<file path="src/rtl/tarc_defines.svh">
`ifndef TARC_DEFINES_SVH
`define TARC_DEFINES_SVH

// ----------------------------------------
// Register byte addresses
// ----------------------------------------
`define TARC_ADDR_LIMIT   8'h00
`define TARC_ADDR_WAIT    8'h04
`define TARC_ADDR_COUNT   8'h08
`define TARC_ADDR_CLASS   8'h0C
`define TARC_ADDR_STATUS  8'h10
`define TARC_ADDR_MASK    8'h14
`define TARC_ADDR_STATE   8'h18

// ----------------------------------------
// Reset values and special settings
// ----------------------------------------
`define TARC_LIMIT_RESET  8'h00
`define TARC_LIMIT_MAX    8'h0A
`define TARC_WAIT_RESET   16'h270F
`define TARC_WAIT_INHIBIT 16'h270F
`define TARC_CLASS_RESET  8'h00
`define TARC_COUNT_RESET  16'h0000
`define TARC_SUCCESS_MULT 19'h00005

// ----------------------------------------
// Interrupt status bit positions
// ----------------------------------------
`define TARC_IRQ_W        4
`define TARC_IRQ_TRIP     0
`define TARC_IRQ_RESTART  1
`define TARC_IRQ_SUCCESS  2
`define TARC_IRQ_LOCKOUT  3

// ----------------------------------------
// Timing
// ----------------------------------------
`define TARC_WAIT_UNIT_MS  100
`define TARC_CLK_PERIOD_NS 50
`define TARC_TICK_CYCLES  ((`TARC_WAIT_UNIT_MS * 1000000) / `TARC_CLK_PERIOD_NS)

`endif

</file>
<file path="src/rtl/tarc_pkg.sv">
package tarc_pkg;

  // ----------------------------------------
  // Retry sequencer states, Gray along run-wait-confirm
  // ----------------------------------------
  typedef enum logic [1:0] {
    TARC_ST_RUN     = 2'b00,
    TARC_ST_WAIT    = 2'b01,
    TARC_ST_CONFIRM = 2'b11,
    TARC_ST_LOCK    = 2'b10
  } tarc_state_t;

  // ----------------------------------------
  // Fault class flags of one trip
  // ----------------------------------------
  typedef struct packed {
    logic other_alarm;
    logic parameter_storage_alarm;
    logic stall_overload_trip;
    logic ground_fault_trip;
    logic brake_transistor_alarm;
    logic undervoltage_trip;
    logic momentary_power_loss_trip;
    logic overvoltage_trip;
    logic overcurrent_trip;
  } tarc_fault_t;

  // ----------------------------------------
  // Commands toward the drive sequencer
  // ----------------------------------------
  typedef struct packed {
    logic shutoff;
    logic trip_clear;
    logic restart;
    logic thermal_clear;
  } tarc_drive_t;

endpackage : tarc_pkg

</file>
<file path="src/rtl/tarc_tick_gen.sv">
`timescale 1ns/1ps
// ----------------------------------------
// Wait-time unit prescaler
// ----------------------------------------
module tarc_tick_gen #(
  parameter int unsigned CYCLES = 2000000
) (
  // Clock and reset
  input  logic pclk,
  input  logic presetn,
  input  logic ce,
  // Control and tick
  input  logic restart,
  output logic tick
);

  localparam int unsigned W = $clog2(CYCLES) + 1;

  logic [W-1:0] cnt_q;
  logic [W-1:0] cnt_d;

  // Restart zeroes the phase so waits count from the trip itself
  always_comb begin
    cnt_d = cnt_q;
    tick  = 1'b0;
    if (restart) begin
      cnt_d = '0;
    end else if (cnt_q == W'(CYCLES - 1)) begin
      cnt_d = '0;
      tick  = 1'b1;
    end else begin
      cnt_d = cnt_q + W'(1);
    end
  end

  always_ff @(posedge pclk or negedge presetn) begin
    if (!presetn) begin
      cnt_q <= '0;
    end else if (ce) begin
      cnt_q <= cnt_d;
    end
  end

endmodule : tarc_tick_gen

</file>
<file path="src/rtl/tarc_ctrl.sv">
`timescale 1ns/1ps
`include "tarc_defines.svh"

// Behaviour
// - Limit 0 disables retry; 1 to 10 allows at most that many restarts.
// - After an eligible trip wait the set time from the trip, then clear and restart.
// - Wait setting 9999, the reset default, suppresses every retry.
// - Software can read the cumulative count of successful retry restarts.
// - Writing 0 to the success count clears it.
// - Class 0 any alarm, 1 overcurrent, 2 overvoltage, 3 either of the two.
// - Class 4 retries only the eight listed protective alarms.
// - Count rises by 1 after five wait times of alarm-free running.
// - Retry trip reset keeps thermal and brake duty data; only external reset clears.
module tarc_ctrl #(
  parameter int unsigned TICK_CYCLES = `TARC_TICK_CYCLES
) (
  // Clock and reset
  input  logic                 pclk,
  input  logic                 presetn,
  input  logic                 ce,
  // APB slave
  input  logic                 psel,
  input  logic                 penable,
  input  logic                 pwrite,
  input  logic [7:0]           paddr,
  input  logic [31:0]          pwdata,
  output logic [31:0]          prdata,
  output logic                 pready,
  output logic                 pslverr,
  // Drive side
  input  logic                 trip_event,
  input  tarc_pkg::tarc_fault_t fault,
  input  logic                 ext_reset,
  output tarc_pkg::tarc_drive_t drive,
  // Interrupt
  output logic                 irq
);

  // ----------------------------------------
  // Declarations
  // ----------------------------------------
  logic [7:0]               limit_q,  limit_d;
  logic [15:0]              wait_q,   wait_d;
  logic [15:0]              count_q,  count_d;
  logic [7:0]               class_q,  class_d;
  logic [`TARC_IRQ_W-1:0]   stat_q,   stat_d;
  logic [`TARC_IRQ_W-1:0]   mask_q,   mask_d;
  logic [31:0]              prdata_q, prdata_d;
  tarc_pkg::tarc_state_t    state_q,  state_d;
  logic [18:0]              ticks_q,  ticks_d;
  logic [7:0]               used_q,   used_d;
  tarc_pkg::tarc_drive_t    drive_q,  drive_d;
  logic [`TARC_IRQ_W-1:0]   ev;
  logic                     setup;
  logic                     wr;
  logic                     rd;
  logic                     addr_ok;
  logic                     eligible;
  logic                     can_retry;
  logic                     success;
  logic                     tb_restart;
  logic                     tick;
  logic [18:0]              confirm_lim;
  logic [31:0]              rd_val;

  // ----------------------------------------
  // Time base
  // ----------------------------------------
  tarc_tick_gen #(
    .CYCLES (TICK_CYCLES)
  ) u_tick (
    .pclk    (pclk),
    .presetn (presetn),
    .ce      (ce),
    .restart (tb_restart),
    .tick    (tick)
  );

  // ----------------------------------------
  // APB decode
  // ----------------------------------------
  // Zero wait states; a low clock enable stretches the access instead
  assign pready  = ce;
  assign setup   = psel & ~penable & ce;
  assign wr      = psel & penable & pwrite & ce;
  assign rd      = psel & penable & ~pwrite & ce;
  assign pslverr = psel & penable & ~addr_ok;
  assign prdata  = prdata_q;

  always_comb begin
    addr_ok = 1'b1;
    rd_val  = 32'h00000000;
    case (paddr)
      `TARC_ADDR_LIMIT:  rd_val = {24'h000000, limit_q};
      `TARC_ADDR_WAIT:   rd_val = {16'h0000, wait_q};
      `TARC_ADDR_COUNT:  rd_val = {16'h0000, count_q};
      `TARC_ADDR_CLASS:  rd_val = {24'h000000, class_q};
      `TARC_ADDR_STATUS: rd_val = {28'h0000000, stat_q};
      `TARC_ADDR_MASK:   rd_val = {28'h0000000, mask_q};
      `TARC_ADDR_STATE:  rd_val = {22'h0, used_q, state_q};
      default:           addr_ok = 1'b0;
    endcase
  end

  // ----------------------------------------
  // Fault class eligibility
  // ----------------------------------------
  always_comb begin
    case (class_q)
      8'h00:   eligible = |fault;
      8'h01:   eligible = fault.overcurrent_trip;
      8'h02:   eligible = fault.overvoltage_trip;
      8'h03:   eligible = fault.overcurrent_trip | fault.overvoltage_trip;
      8'h04:   eligible = fault.overcurrent_trip | fault.overvoltage_trip
                        | fault.momentary_power_loss_trip | fault.undervoltage_trip
                        | fault.brake_transistor_alarm | fault.ground_fault_trip
                        | fault.stall_overload_trip
                        | fault.parameter_storage_alarm;
      default: eligible = 1'b0;
    endcase
  end

  // A limit of zero leaves no budget at all
  assign can_retry = eligible && (wait_q != `TARC_WAIT_INHIBIT)
                     && (used_q < limit_q);
  assign confirm_lim = {3'h0, wait_q} * `TARC_SUCCESS_MULT;

  // ----------------------------------------
  // Retry sequencer
  // ----------------------------------------
  always_comb begin
    state_d    = state_q;
    ticks_d    = ticks_q;
    used_d     = used_q;
    drive_d    = '0;
    ev         = '0;
    success    = 1'b0;
    tb_restart = 1'b0;
    if (ext_reset) begin
      // External reset is the only way out of lockout and clears thermal data
      state_d               = tarc_pkg::TARC_ST_RUN;
      ticks_d               = '0;
      used_d                = '0;
      drive_d.trip_clear    = 1'b1;
      drive_d.thermal_clear = 1'b1;
    end else begin
      case (state_q)
        tarc_pkg::TARC_ST_RUN, tarc_pkg::TARC_ST_CONFIRM: begin
          if (trip_event) begin
            ev[`TARC_IRQ_TRIP] = 1'b1;
            if (can_retry) begin
              state_d    = tarc_pkg::TARC_ST_WAIT;
              used_d     = used_q + 8'h01;
              ticks_d    = '0;
              tb_restart = 1'b1;
            end else begin
              state_d                = tarc_pkg::TARC_ST_LOCK;
              ev[`TARC_IRQ_LOCKOUT]  = 1'b1;
            end
          end else if (state_q == tarc_pkg::TARC_ST_CONFIRM) begin
            if (ticks_q == confirm_lim) begin
              state_d               = tarc_pkg::TARC_ST_RUN;
              success               = 1'b1;
              used_d                = '0;
              ticks_d               = '0;
              ev[`TARC_IRQ_SUCCESS] = 1'b1;
            end else if (tick) begin
              ticks_d = ticks_q + 19'h00001;
            end
          end
        end
        tarc_pkg::TARC_ST_WAIT: begin
          if (ticks_q == {3'h0, wait_q}) begin
            // Trip reset only; accumulated thermal data stays intact
            state_d               = tarc_pkg::TARC_ST_CONFIRM;
            drive_d.trip_clear    = 1'b1;
            drive_d.restart       = 1'b1;
            drive_d.thermal_clear = 1'b0;
            ticks_d               = '0;
            tb_restart            = 1'b1;
            ev[`TARC_IRQ_RESTART] = 1'b1;
          end else if (tick) begin
            ticks_d = ticks_q + 19'h00001;
          end
        end
        tarc_pkg::TARC_ST_LOCK: begin
          state_d = tarc_pkg::TARC_ST_LOCK;
        end
        default: begin
          state_d = tarc_pkg::TARC_ST_RUN;
        end
      endcase
    end
    drive_d.shutoff = (state_d == tarc_pkg::TARC_ST_WAIT)
                    || (state_d == tarc_pkg::TARC_ST_LOCK);
  end

  always_ff @(posedge pclk or negedge presetn) begin
    if (!presetn) begin
      state_q <= tarc_pkg::TARC_ST_RUN;
      ticks_q <= '0;
      used_q  <= '0;
      drive_q <= '0;
    end else if (ce) begin
      state_q <= state_d;
      ticks_q <= ticks_d;
      used_q  <= used_d;
      drive_q <= drive_d;
    end
  end

  assign drive = drive_q;

  // ----------------------------------------
  // Registers
  // ----------------------------------------
  always_comb begin
    limit_d  = limit_q;
    wait_d   = wait_q;
    class_d  = class_q;
    mask_d   = mask_q;
    count_d  = count_q;
    stat_d   = stat_q;
    prdata_d = prdata_q;
    if (wr) begin
      case (paddr)
        // Settings above ten saturate so the budget never exceeds ten
        `TARC_ADDR_LIMIT: limit_d = (pwdata[7:0] > `TARC_LIMIT_MAX) ?
                                    `TARC_LIMIT_MAX : pwdata[7:0];
        `TARC_ADDR_WAIT:  wait_d  = pwdata[15:0];
        `TARC_ADDR_CLASS: class_d = pwdata[7:0];
        `TARC_ADDR_MASK:  mask_d  = pwdata[`TARC_IRQ_W-1:0];
        `TARC_ADDR_COUNT: begin
          if (pwdata == 32'h00000000) begin
            count_d = 16'h0000;
          end
        end
        default: ;
      endcase
    end
    // Increment lands after the clear so a coincident success is kept
    if (success) begin
      count_d = count_d + 16'h0001;
    end
    if (rd && (paddr == `TARC_ADDR_STATUS)) begin
      stat_d = '0;
    end
    stat_d = stat_d | ev;
    if (setup) begin
      prdata_d = rd_val;
    end
  end

  always_ff @(posedge pclk or negedge presetn) begin
    if (!presetn) begin
      limit_q  <= `TARC_LIMIT_RESET;
      wait_q   <= `TARC_WAIT_RESET;
      class_q  <= `TARC_CLASS_RESET;
      mask_q   <= '0;
      count_q  <= `TARC_COUNT_RESET;
      stat_q   <= '0;
      prdata_q <= 32'h00000000;
    end else if (ce) begin
      limit_q  <= limit_d;
      wait_q   <= wait_d;
      class_q  <= class_d;
      mask_q   <= mask_d;
      count_q  <= count_d;
      stat_q   <= stat_d;
      prdata_q <= prdata_d;
    end
  end

  assign irq = |(stat_q & mask_q);
endmodule : tarc_ctrl

</file>
<file path="config.mk">
export PLATFORM = sky130hd
export DESIGN_NAME = tarc_ctrl
export DESIGN_NICKNAME = d
export VERILOG_FILES = /design/src/rtl/tarc_pkg.sv /design/src/rtl/tarc_tick_gen.sv /design/src/rtl/tarc_ctrl.sv
export VERILOG_INCLUDE_DIRS = /design/src /design/src/rtl
export SDC_FILE = /design/constraint.sdc
export NUM_CORES = 1
export LEC_CHECK = 0
export CORE_MARGIN = 4
export CORE_UTILIZATION = 65
export CTS_BUF_LIST = sky130_fd_sc_hd__clkbuf_16
export DETAILED_ROUTE_END_ITERATION = 10
export DONT_BUFFER_PORTS = 1
export GPL_ROUTABILITY_DRIVEN = 0
export PLACE_DENSITY = 0.87
export SYNTH_ARGS = -nofsm -noshare
export SYNTH_HDL_FRONTEND = slang
export SYNTH_SLANG_ARGS = --single-unit
export TNS_END_PERCENT = 5
</file>
<file path="constraint.sdc">
create_clock -name pclk -period 4.4 [get_ports pclk]
set_input_delay 0.88 -clock pclk [delete_from_list [all_inputs] [get_ports pclk]]
set_output_delay 0.88 -clock pclk [all_outputs]
set_load 0.02 [all_outputs]
</file>
# After elaboration in Yosys (flattened, before gate mapping)
# Cells that the tools add are included.
[op_classes] n_addsub=4 n_mul=1 magnitude_cmp=2 eq_ne=22 muxes=56 bitwise_logic=20 reduce_logical=23
[op_table] cell="2-to-1 mux 19 bit" n=7
[op_table] cell="case mux 16 bit (7 select lines)" n=1
[op_table] cell="2-to-1 mux 16 bit" n=4
[op_table] cell="2-to-1 mux 8 bit" n=7
[op_table] cell="2-to-1 mux 22 bit" n=2
[op_table] cell="case mux 19 bit (2 select lines)" n=1
[op_table] cell="zero test 32 bit" n=1
[op_table] cell="equality test 8 x 5 -> 1 bit, second input constant" n=3
[op_table] cell="adder 22 x 1 -> 22 bit, second input constant" n=1
[op_table] cell="equality test 22 x 21 -> 1 bit, second input constant" n=1
[op_table] cell="2-to-1 mux 1 bit" n=20
[op_table] cell="adder 19 x 1 -> 19 bit, second input constant" n=1
[op_table] cell="equality test 19 x 16 -> 1 bit" n=1
[op_table] cell="equality test 19 bit" n=1
[op_table] cell="multiplier 16 x 3 -> 19 bit, second input constant" n=1
[op_table] cell="adder 16 x 1 -> 16 bit, second input constant" n=1
[op_table] cell="equality test 8 x 2 -> 1 bit, second input constant" n=2
[op_table] cell="equality test 8 x 3 -> 1 bit, second input constant" n=2
[op_table] cell="equality test 8 x 4 -> 1 bit, second input constant" n=2
[op_table] cell="zero test 8 bit" n=2
[op_table] cell="!= test 16 x 14 -> 1 bit, second input constant" n=1
[op_table] cell="2-to-1 mux 2 bit" n=7
[op_table] cell="AND reduction 3 bit" n=4
[op_table] cell="nonzero test 3 bit" n=3
[op_table] cell="29 further kinds" n=52
[word_totals] reg_bits=143 input_bits=57 out_inout_bits=39 elab_cells=143

# Logic depth before layout (Yosys ltp)
# Gate-level depths: netlist (run 1).
[logic_depth] depth_word=21 depth_mapped=14

# By module
# A second synthesis (run 1) with hierarchy kept.
[unflattened] cells_unflattened=906 area_unflattened_um2=8475.6
[modules_own_cells] module="tarc_ctrl" instances=1 cells_each=760 area_per_inst_um2=7145.6
[modules_own_cells] module="tarc_tick_gen" instances=1 cells_each=146 area_per_inst_um2=1330.0

# Least setup slack after synthesis (run 1)
# No wires, ideal clock.
[synth_path] path_kind="reg2reg" start="reg wait_q[3]" end="reg count_q[13]" setup_time_ps=67 t_arrival_ps=3796 required_time_ps=4333 setup_slack_ps=537 stages_incl_launch_ff=13 period_less_slack_ps=3863 path_cell_list="dfstp_2 -> ha_1 -> ha_1 -> fa_1 -> a211oi_1 -> nor3_1 -> a2111oi_4 -> mux2i_1 -> nand4b_1 -> nor4_1 -> nand4_2 -> or4b_2 -> nand2_1"
[synth_via] elab_chain_len=8
[synth_rtl] item="start, declared" line_no="tarc_ctrl.sv:43" rtl="logic [15:0] wait_q, wait_d;"
[synth_rtl] item="start signal, assigned" line_no="tarc_ctrl.sv:257" rtl="wait_q <= `TARC_WAIT_RESET;"
[synth_rtl] item="start signal, assigned" line_no="tarc_ctrl.sv:265" rtl="wait_q <= wait_d;"
[synth_rtl] item="multiplier 16 x 3 -> 19 bit (no source line)"
[synth_rtl] item="equality test 19 bit" line_no="tarc_ctrl.sv:161" rtl="if (ticks_q == confirm_lim) begin"
[synth_rtl] item="2-to-1 mux 1 bit" line_no="tarc_ctrl.sv:161"
[synth_rtl] item="2-to-1 mux 1 bit" line_no="tarc_ctrl.sv:160" rtl="end else if (state_q == tarc_pkg::TARC_ST_CONFIRM) begin"
[synth_rtl] item="2-to-1 mux 1 bit" line_no="tarc_ctrl.sv:149" rtl="if (trip_event) begin"
[synth_rtl] item="2-to-1 mux 1 bit" line_no="tarc_ctrl.sv:147" rtl="case (state_q)"
[synth_rtl] item="2-to-1 mux 1 bit" line_no="tarc_ctrl.sv:139" rtl="if (ext_reset) begin"
[synth_rtl] item="2-to-1 mux 16 bit" line_no="tarc_ctrl.sv:242" rtl="if (success) begin"
[synth_rtl] item="end signal, assigned" line_no="tarc_ctrl.sv:260" rtl="count_q <= `TARC_COUNT_RESET;"
[synth_rtl] item="end signal, assigned" line_no="tarc_ctrl.sv:268" rtl="count_q <= count_d;"
[synth_rtl] item="end, declared" line_no="tarc_ctrl.sv:44" rtl="logic [15:0] count_q, count_d;"
# Every way passes these cells.
# A chain may end at the register's enable or synchronous reset.

# Final worst setup path (run 1)
[layout_path] start="reg wait_q[1]" end="reg count_q[13]"
# Same word-level chain as after synthesis.

==> results by group, run 1 <==
Pwr
  • Pwr Density: 324 nW/um2
  • Maximum vdd drop: 327 uV
  • Leakage power: 4.25 nW

STA
  • Tmin final: 4.18 ns
  • Slew headroom: 34.4%
  • Setup TNS Final: 0 ns
  • RSZ-0062 raised after global routing: false
  • Hold Fails Final Rpt: 0
  • Final period utilization: 95.1%
  • Max-slew violations: 0
  • Worst-Margin Slew: 0.981 ns
  • Fmax: 0.239 GHz
  • Endpoints failing setup: 0
  • Clock skew: 0.0101 ns

Routing
  • DRT Pass-1 Iters: 6
  • Final ANT Viol Nets: 0
  • Residual DRC: 0
  • WL final: 23.3 mm
  • Avg WL per Cell: 20.4 um
  • Total number of vias: 7776
  • Via density per instance: 6.82
  • DRT iter0 DRCs: 997

Cells and area
  • Diodes inserted: 0
  • Synth-to-layout area growth: 8.05%
  • Share of layout cells above drive strength 1: 10.4%
  • Final core utilization: 72.8%
  • Design Area, Final: 9300 um2
  • Nets: 1059

Logic synthesis
  • Mean Syn Cell Area: 8.96 um2
  • Synth warn: 0
  • Syn Std Cell Area: 8610 um2
  • Async SR Flop Fraction: 100%
  • Primary FF master, synth: dfrtp_1
  • Distinct cells, synth: 75
  • Synth top area share: 34.6%
  • Largest area contributor in the netlist: dfrtp_1
  • Post-synthesis sequential area ratio: 37.0%
  • Mapped Cells: 961
  • Simple-gate portion of the synthesized area: 22.6%
  • Compound-gate portion of the synthesized area: 17.1%
  • XOR/XNOR Fraction of Synth Area: 5.65%
  • Post-synth EDFFs: 0
  • Largest family of logic cells by synthesized area: simple AND/OR/NAND/NOR gates
  • Area contributors post-synth: dfrtp_1, ha_1, nand2_1
  • Adder-Cell Fraction of Synth Area: 6.77%
  • Multiplexer area fraction after synthesis: 6.37%
  • Post-synthesis register bit count: 127

Global routing
  • Initial antenna violation count: 0
  • Pin count of the biggest net entering global routing: 128
  • Grt total ovfl: 0
  • GRT Util Overall: 31.5%
  • Vias in the first global route: 7417
  • First-pass GRT wire length: 37.5 mm

Clock tree
  • Clock Root Buffer: clkbuf_16
  • Inserted Clock Buffers: 17
  • Clock-pin slew on the worst setup and hold paths: 0.06 ns
  • Hold Buf Count CTS: 0
  • Clock Path Buffers: 2
  • CTS tree: done
  • Clk Latency, worst-skew pair: 0.42 ns
  • Clk sinks: 127
  • H-tree levels: 4

Die
  • I/O Pins: 96
  • Core Area: 12800 um2
  • Die area: 15200 um2
  • Initial Utilization: 67.4%
  • FP Rows: 41
  • Die Y: 123 um
  • Die width: 123 um

Placement
  • Port Buf Inserts: 0
  • HPWL after DPL: 16.5 mm
  • Post-placement cell area: 8730 um2

Setup path
  • Critical Path End Type: flop
  • Worst path required time: 4.75 ns
  • Critical Path Max Stage Delay: 0.72 ns
  • Cell chain of the critical path: ha_1 -> ha_1 -> fa_1 -> a211oi_1 -> nor3_1 -> a2111oi_4 -> buf_4 -> mux2i_1 -> nand4b_1 -> nor4_1 -> buf_4 -> nand4_4 -> or4b_2 -> nand2_1
  • WS Path Type: flop to flop
  • Slowest CP cell: or4b_2
  • Worst EP arrival: 4.54 ns
  • Worst setup SP type: flop
  • Crit path max fanout: 14

Worst hold path
  • HP Class: primary input to async pin

Run status
  • Status: finished, final reports clean

Job
  • Maxcap violations: 0
-- per-layer routing --
metal / track usage (%) / wire [um]
met1: 40.0 / 9240
met2: 51.0 / 11000
met3: 8.14 / 2120
met4: 13.9 / 959
met5: 0 / 0
-- critical path, delay by kind of cell, from the launching register on --
kind	cells	cell delay (ns)
AND/OR/NAND/NOR	6	1.54
adder cells (fa/ha/maj)	3	0.90
flip-flops	1	0.58
AO/OA/AOI/OAI	2	0.51
buffers and inverters	2	0.39
multiplexers	1	0.18
-- placed cells by master (no fill, tap or decap), types with 24 or more instances in the layout --
master / Yosys / final
a21oi_1: 58 / 58
and3_1: 25 / 25
dfrtp_1: 119 / 119
ha_1: 45 / 45
mux2_2: 30 / 30
nand2_1: 112 / 112
nand3_1: 30 / 30
nand4_1: 24 / 24
nor2_1: 60 / 60
o21ai_0: 66 / 66
xnor2_1: 26 / 26
xor2_1: 27 / 27
-- flip-flops by register name, indices dropped and copies added (netlist names) --
signal / flops
state_q: 2
ticks_q: 19
count_q: 16
u_tick.cnt_q: 22
stat_q: 4
prdata: 16
limit_q: 8
drive: 4
wait_q: 16
used_q: 8
class_q: 8
mask_q: 4
-- timing repair --
| action | in CTS | in global routing |
|---|---|---|
| hold endpoints to repair | 0 | 0 |
| buffers inserted | 0 | 1 |
| gates resized for setup | 1 | 0 |
| cloned | 0 | 0 |
| pin swaps | 0 | 1 |
| setup endpoints to repair | 3 | 6 |
-- final cells by class --
class,instances,area (um2)
inverter,21,78.8
sequential,127,3190
tap,172,215
clock buffer,17,425
clock inverter,15,130
timing repair buffer,21,158
multi-input combinational,768,5110
fill,919,3470
-- path summary, 6_finish.rpt --
kind                                          endpoint                        start  slack (ns)  cells after the start
min in group pclk          u_tick.cnt_q[5]$_DFFE_PN0P_  u_tick.cnt_q[5]$_DFFE_PN0P_        0.52                      1
min reg2reg                u_tick.cnt_q[5]$_DFFE_PN0P_  u_tick.cnt_q[5]$_DFFE_PN0P_        0.52                      1
min                             class_q[5]$_DFFE_PN0P_                      presetn        0.15                      0
max                            count_q[13]$_DFFE_PN0P_        wait_q[1]$_DFFE_PN1P_        0.22                     14
max reg2reg                    count_q[13]$_DFFE_PN0P_        wait_q[1]$_DFFE_PN1P_        0.22                     14
max in group asynchronous        wait_q[1]$_DFFE_PN1P_                      presetn        4.00                      0
-- power by group --
part           switching [mW]  internal [mW]  total [mW]
Sequential             0.0768           1.22        1.30
Clock                   0.509          0.818        1.33
Combinational           0.243          0.146       0.390
Total                   0.829           2.18        3.01
-- logic make-up (layout without fill, tap and decap cells) --
group,count (synthesis),in the layout
compound gates,229,229
xor+xnor,54,54
fa+ha+maj,46,46
buf+inv,81,74
flops,127,127
mux,51,51
other cells,1,16
simple gates,372,372
-- synth_stat cells (6+ instances only) --
master	instances
o211ai_1	10
o221ai_1	6
a21oi_1	58
mux2i_1	21
a22oi_1	14
nor3_1	23
and4_1	6
mux2_2	30
inv_1	21
dfrtp_1	119
and2_1	8
nand3_1	30
xnor2_1	26
nor4_1	19
nor2b_1	8
o21ai_0	66
nand4_1	24
dfstp_2	8
nand2b_1	17
ha_1	45
a21o_1	6
nor2_1	60
buf_4	17
and3_1	25
xor2_1	27
clkbuf_1	34
a221oi_1	8
o31ai_1	11
nand2_1	112
-- stage by stage --
step	hold slack, ns	power, mW	cells	setup slack [ns]
after floorplan	0.461	1.61	976	0.537
final	0.153	3.01	1141	0.217
after CTS	0.149	3.01	1140	0.121
after detailed placement	0.503	1.69	1108	0.0115
after global placement	0.494	1.68	1108	0.126
after global routing	0.133	3.13	1141	0.0453
Power figures use the tool's default switching activity.
==> run 2, diff against run 1 <==
Settings changed: CORE_MARGIN 4 to 2, SYNTH_HIERARCHICAL set to 1, TNS_END_PERCENT 5 to not set.
==> run 2 against run 1 <==
Hold slack worse by 0.0027 ns. Register-to-register slack got worse by 0.14 ns. Non-clock buffer count rose by 1. Core utilization increased by 0.59 points. Maximum frequency shrank 3.3%. Sequential power is 5% higher. Clock-buffer cell count stayed put. Final area unchanged. Die area down 7.8%. Largest power group unchanged.
==> results by group, run 2 <==
Run status
  • Status: finished, final reports clean

Routing
  • Met3 wire len: 2.57 mm (+21%)
  • WL met2: 11.0 mm (-0.12%)
  • WL met1: 9.02 mm (-2.4%)
  • Residual DRC: 0 (unchanged)
  • DRT Pass-1 Iters: 5 (-1)
  • Highest routed metal layer: met4
  • Via density per instance: 6.90 (+1.2%)
  • Final ANT Viol Nets: 0 (unchanged)
  • Avg WL per Cell: 21.3 um (+4.4%)
  • DRT iter0 DRCs: 995 (-0.20%)
  • WL final: 23.5 mm (+0.68%)
  • Total number of vias: 7588 (-2.4%)

Setup path
  • Worst path required time: 4.72 ns (-0.03 ns)
  • Critical Path End Type: flop
  • Crit path max fanout: 18 (+4)
  • WS Path Type: flop to flop
  • Worst setup SP type: flop
  • Worst EP arrival: 4.64 ns (+0.10 ns)

Job
  • Maxcap violations: 0 (unchanged)

Clock tree
  • Clock Root Buffer: clkbuf_16
  • Clock Path Buffers: 2 (unchanged)
  • Inserted Clock Buffers: 17 (unchanged)
  • Clock-pin slew on the worst setup and hold paths: 0.06 ns (about the same)
  • Clk sinks: 127 (unchanged)
  • Clk Latency, worst-skew pair: 0.43 ns (about the same)
  • Hold Buf Count CTS: 0 (unchanged)
  • CTS tree: done
  • H-tree levels: 4 (unchanged)

Placement
  • Placed insts: 1061 (-4.2%)
  • Port Buf Inserts: 0 (unchanged)
  • Placement Setup Slack: -0.0173 ns (-0.0288 ns)
  • Post-placement cell area: 8600 um2 (-1.5%)
  • HPWL after DPL: 15.5 mm (-5.9%)

Die
  • Initial Utilization: 66.9% (-0.51 points)
  • FP Rows: 41 (unchanged)
  • Die Y: 118 um (-4.0%)
  • Die area: 14000 um2 (-7.8%)
  • Die width: 118 um (-4.0%)
  • I/O Pins: 96 (unchanged)
  • Core Area: 12700 um2 (-0.80%)

Cells and area
  • Reg with most FFs: u_tick/cnt_q
  • Diodes inserted: 0 (unchanged)
  • Synth-to-layout area growth: 9.76%
  • Nets: 1018 (-3.9%)
  • Most common cell after layout, fill and taps aside: dfrtp_1
  • Design Area, Final: 9300 um2 (unchanged)
  • Most frequent cells in the layout: dfrtp_1, nand2_1, nor2_1
  • Non-Filler Instances: 1100 (-3.6%)
  • Max reg flops: 22 (unchanged)
  • Share of layout cells above drive strength 1: 13.4% (+2.9 points)
  • Final core utilization: 73.4% (+0.59 points)
  • Fillers: 866 (-5.8%)
  • Regs by FF count: u_tick/cnt_q (22), ticks_q (19)

Logic synthesis
  • Async SR Flop Fraction: 100% (unchanged)
  • Synth top area share: 35.1% (+0.55 points)
  • Syn Std Cell Area: 8480 um2 (-1.6%)
  • Post-synth EDFFs: 0 (unchanged)
  • Most frequent cell after synthesis: dfrtp_1
  • Synth warn: 6 (+6)
  • Distinct cells, synth: 84 (+12%)
  • Largest area contributor in the netlist: dfrtp_1
  • Post-synthesis register bit count: 127 (unchanged)
  • Primary FF master, synth: dfrtp_1
  • Mapped Cells: 906 (-5.7%)
  • Post-synthesis sequential area ratio: 37.6% (+0.58 points)
  • Mean Syn Cell Area: 9.35 um2 (+4.4%)
  • Commonest cells post-synth: dfrtp_1, nand2_1, nor2_1
  • Area contributors post-synth: dfrtp_1, ha_1, xnor2_1

STA
  • Hold Fails Final Rpt: 0 (unchanged)
  • Clock skew: 0.0100 ns (-0.000125 ns)
  • Final period utilization: 98.3% (+3.2 points)
  • Fmax: 0.231 GHz (-3.3%)
  • Tmin final: 4.32 ns (+0.141 ns)
  • Slew headroom: 24.8% (-9.6 points)
  • Endpoints failing setup: 0 (unchanged)
  • Setup WS post-layout: 0.0756 ns (-0.141 ns)
  • Worst-Margin Slew: 1.13 ns (+0.144 ns)
  • Max-slew violations: 0 (unchanged)

Worst hold path
  • HP Class: primary input to async pin

Global routing
  • Pin count of the biggest net entering global routing: 128 (unchanged)
  • Vias in the first global route: 7023 (-5.3%)
  • GRT Util Overall: 32.1% (+0.57 points)
  • Initial antenna violation count: 1 (+1)
  • First-pass GRT wire length: 35.8 mm (-4.8%)
  • Grt total ovfl: 0 (unchanged)

Pwr
  • Pwr Density: 359 nW/um2 (+11%)
  • Leakage power: 4.22 nW (-0.89%)
  • Maximum vdd drop: 382 uV (+16%)
==> run 2: cell count changes in the layout (fill, tap and decap cells not counted), sizes merged, moves of 9 or more <==
cell   change
mux2i      -9
inv       +13
a22o      +18
a21o      +10
a21oi     -19
nor2b     +13
nand2     -37
xor2      -18
xnor2     +15
o31ai     -10
==> run 2: cell type report <==
type	instances	area, um2	area share (%)
clock buffers	17	425	4.57
clock inverters	15	170	1.83
inverters	37	139	1.49
multi-input cells	710	5000	53.7
flip-flops and latches	127	3190	34.3
well taps	172	215	2.31
repair buffers	22	165	1.78
==> run 2: what timing repair did <==
action / in CTS / in global routing
gates resized for setup: 0 / 12
hold endpoints to repair: 0 / 0
setup buffers: 0 / 7
endpoints found under the setup margin: 0 / 4
==> run 2: cells by family after synthesis <==
| kind of cell | after synthesis | share of synthesized area, % |
|---|---|---|
| and+or+nand+nor | 322 | 21.2 |
| AOI/OAI and AO/OA | 232 | 18.6 |
| DFF | 127 | 37.6 |
| buffers and inverters | 84 | 4.86 |
| xor gates and xnor gates | 50 | 5.17 |
| adders and majority gates | 46 | 6.88 |
| muxes | 44 | 5.67 |
| other | 1 | 0.0442 |
==> run 2: worst paths after layout <==
kind                                             start                           to  slack (ns)  cells past startpoint
min reg2reg                u_tick/cnt_q[0]$_DFFE_PN0P_  u_tick/cnt_q[0]$_DFFE_PN0P_        0.51                      1
max reg2reg                      wait_q[3]$_DFFE_PN1P_      count_q[11]$_DFFE_PN0P_        0.08                     14
min                                            presetn  u_tick/cnt_q[4]$_DFFE_PN0P_        0.15                      0
max in group asynchronous                      presetn        wait_q[2]$_DFFE_PN1P_        3.99                      0
min in group pclk          u_tick/cnt_q[0]$_DFFE_PN0P_  u_tick/cnt_q[0]$_DFFE_PN0P_        0.51                      1
max                              wait_q[3]$_DFFE_PN1P_      count_q[11]$_DFFE_PN0P_        0.08                     14
==> run 2: critical path, cell delays in order (launching register included) <==
cell and delay, ns:
dfstp_2 0.62, ha_1 0.17, ha_1 0.19, inv_1 0.06
fa_1 0.42, nand2b_1 0.20, a211oi_2 0.36, nor3_1 0.11
nor4b_2 0.27, nand4_1 0.19, nor4_4 0.49, nand4_4 0.41
nor3_1 0.47, xnor2_1 0.17, nor2_1 0.05
==> run 2: layer usage <==
| metal | up-vias | GRT usage (%) |
|---|---|---|
| met5 | - | 0 |
| met3 | 110 | 8.54 |
| met2 | 525 | 50.3 |
| met1 | 3613 | 42.7 |
| met4 | 0 | 12.1 |
| li1 | 3340 | - |
==> run 2: report_power, final <==
group / total, mW / switching [mW] / leakage [nW] / internal, mW
logic: 0.544 / 0.331 / 2.26 / 0.213
registers: 1.36 / 0.111 / 1.67 / 1.25
clock network: 1.44 / 0.551 / 0.284 / 0.886
total: 3.34 / 0.993 / 4.22 / 2.34
==> run 2: through the flow <==
| stage | hold WS (ns) | TNS (ns) | power, mW |
|---|---|---|---|
| after floorplan | 0.465 | 0 | 1.78 |
| after global placement | 0.488 | 0 | 1.86 |
| after detailed placement | 0.498 | -0.0173 | 1.88 |
| after CTS | 0.140 | 0 | 3.30 |
| after global routing | 0.135 | -0.440 | 3.46 |
| final | 0.150 | 0 | 3.34 |
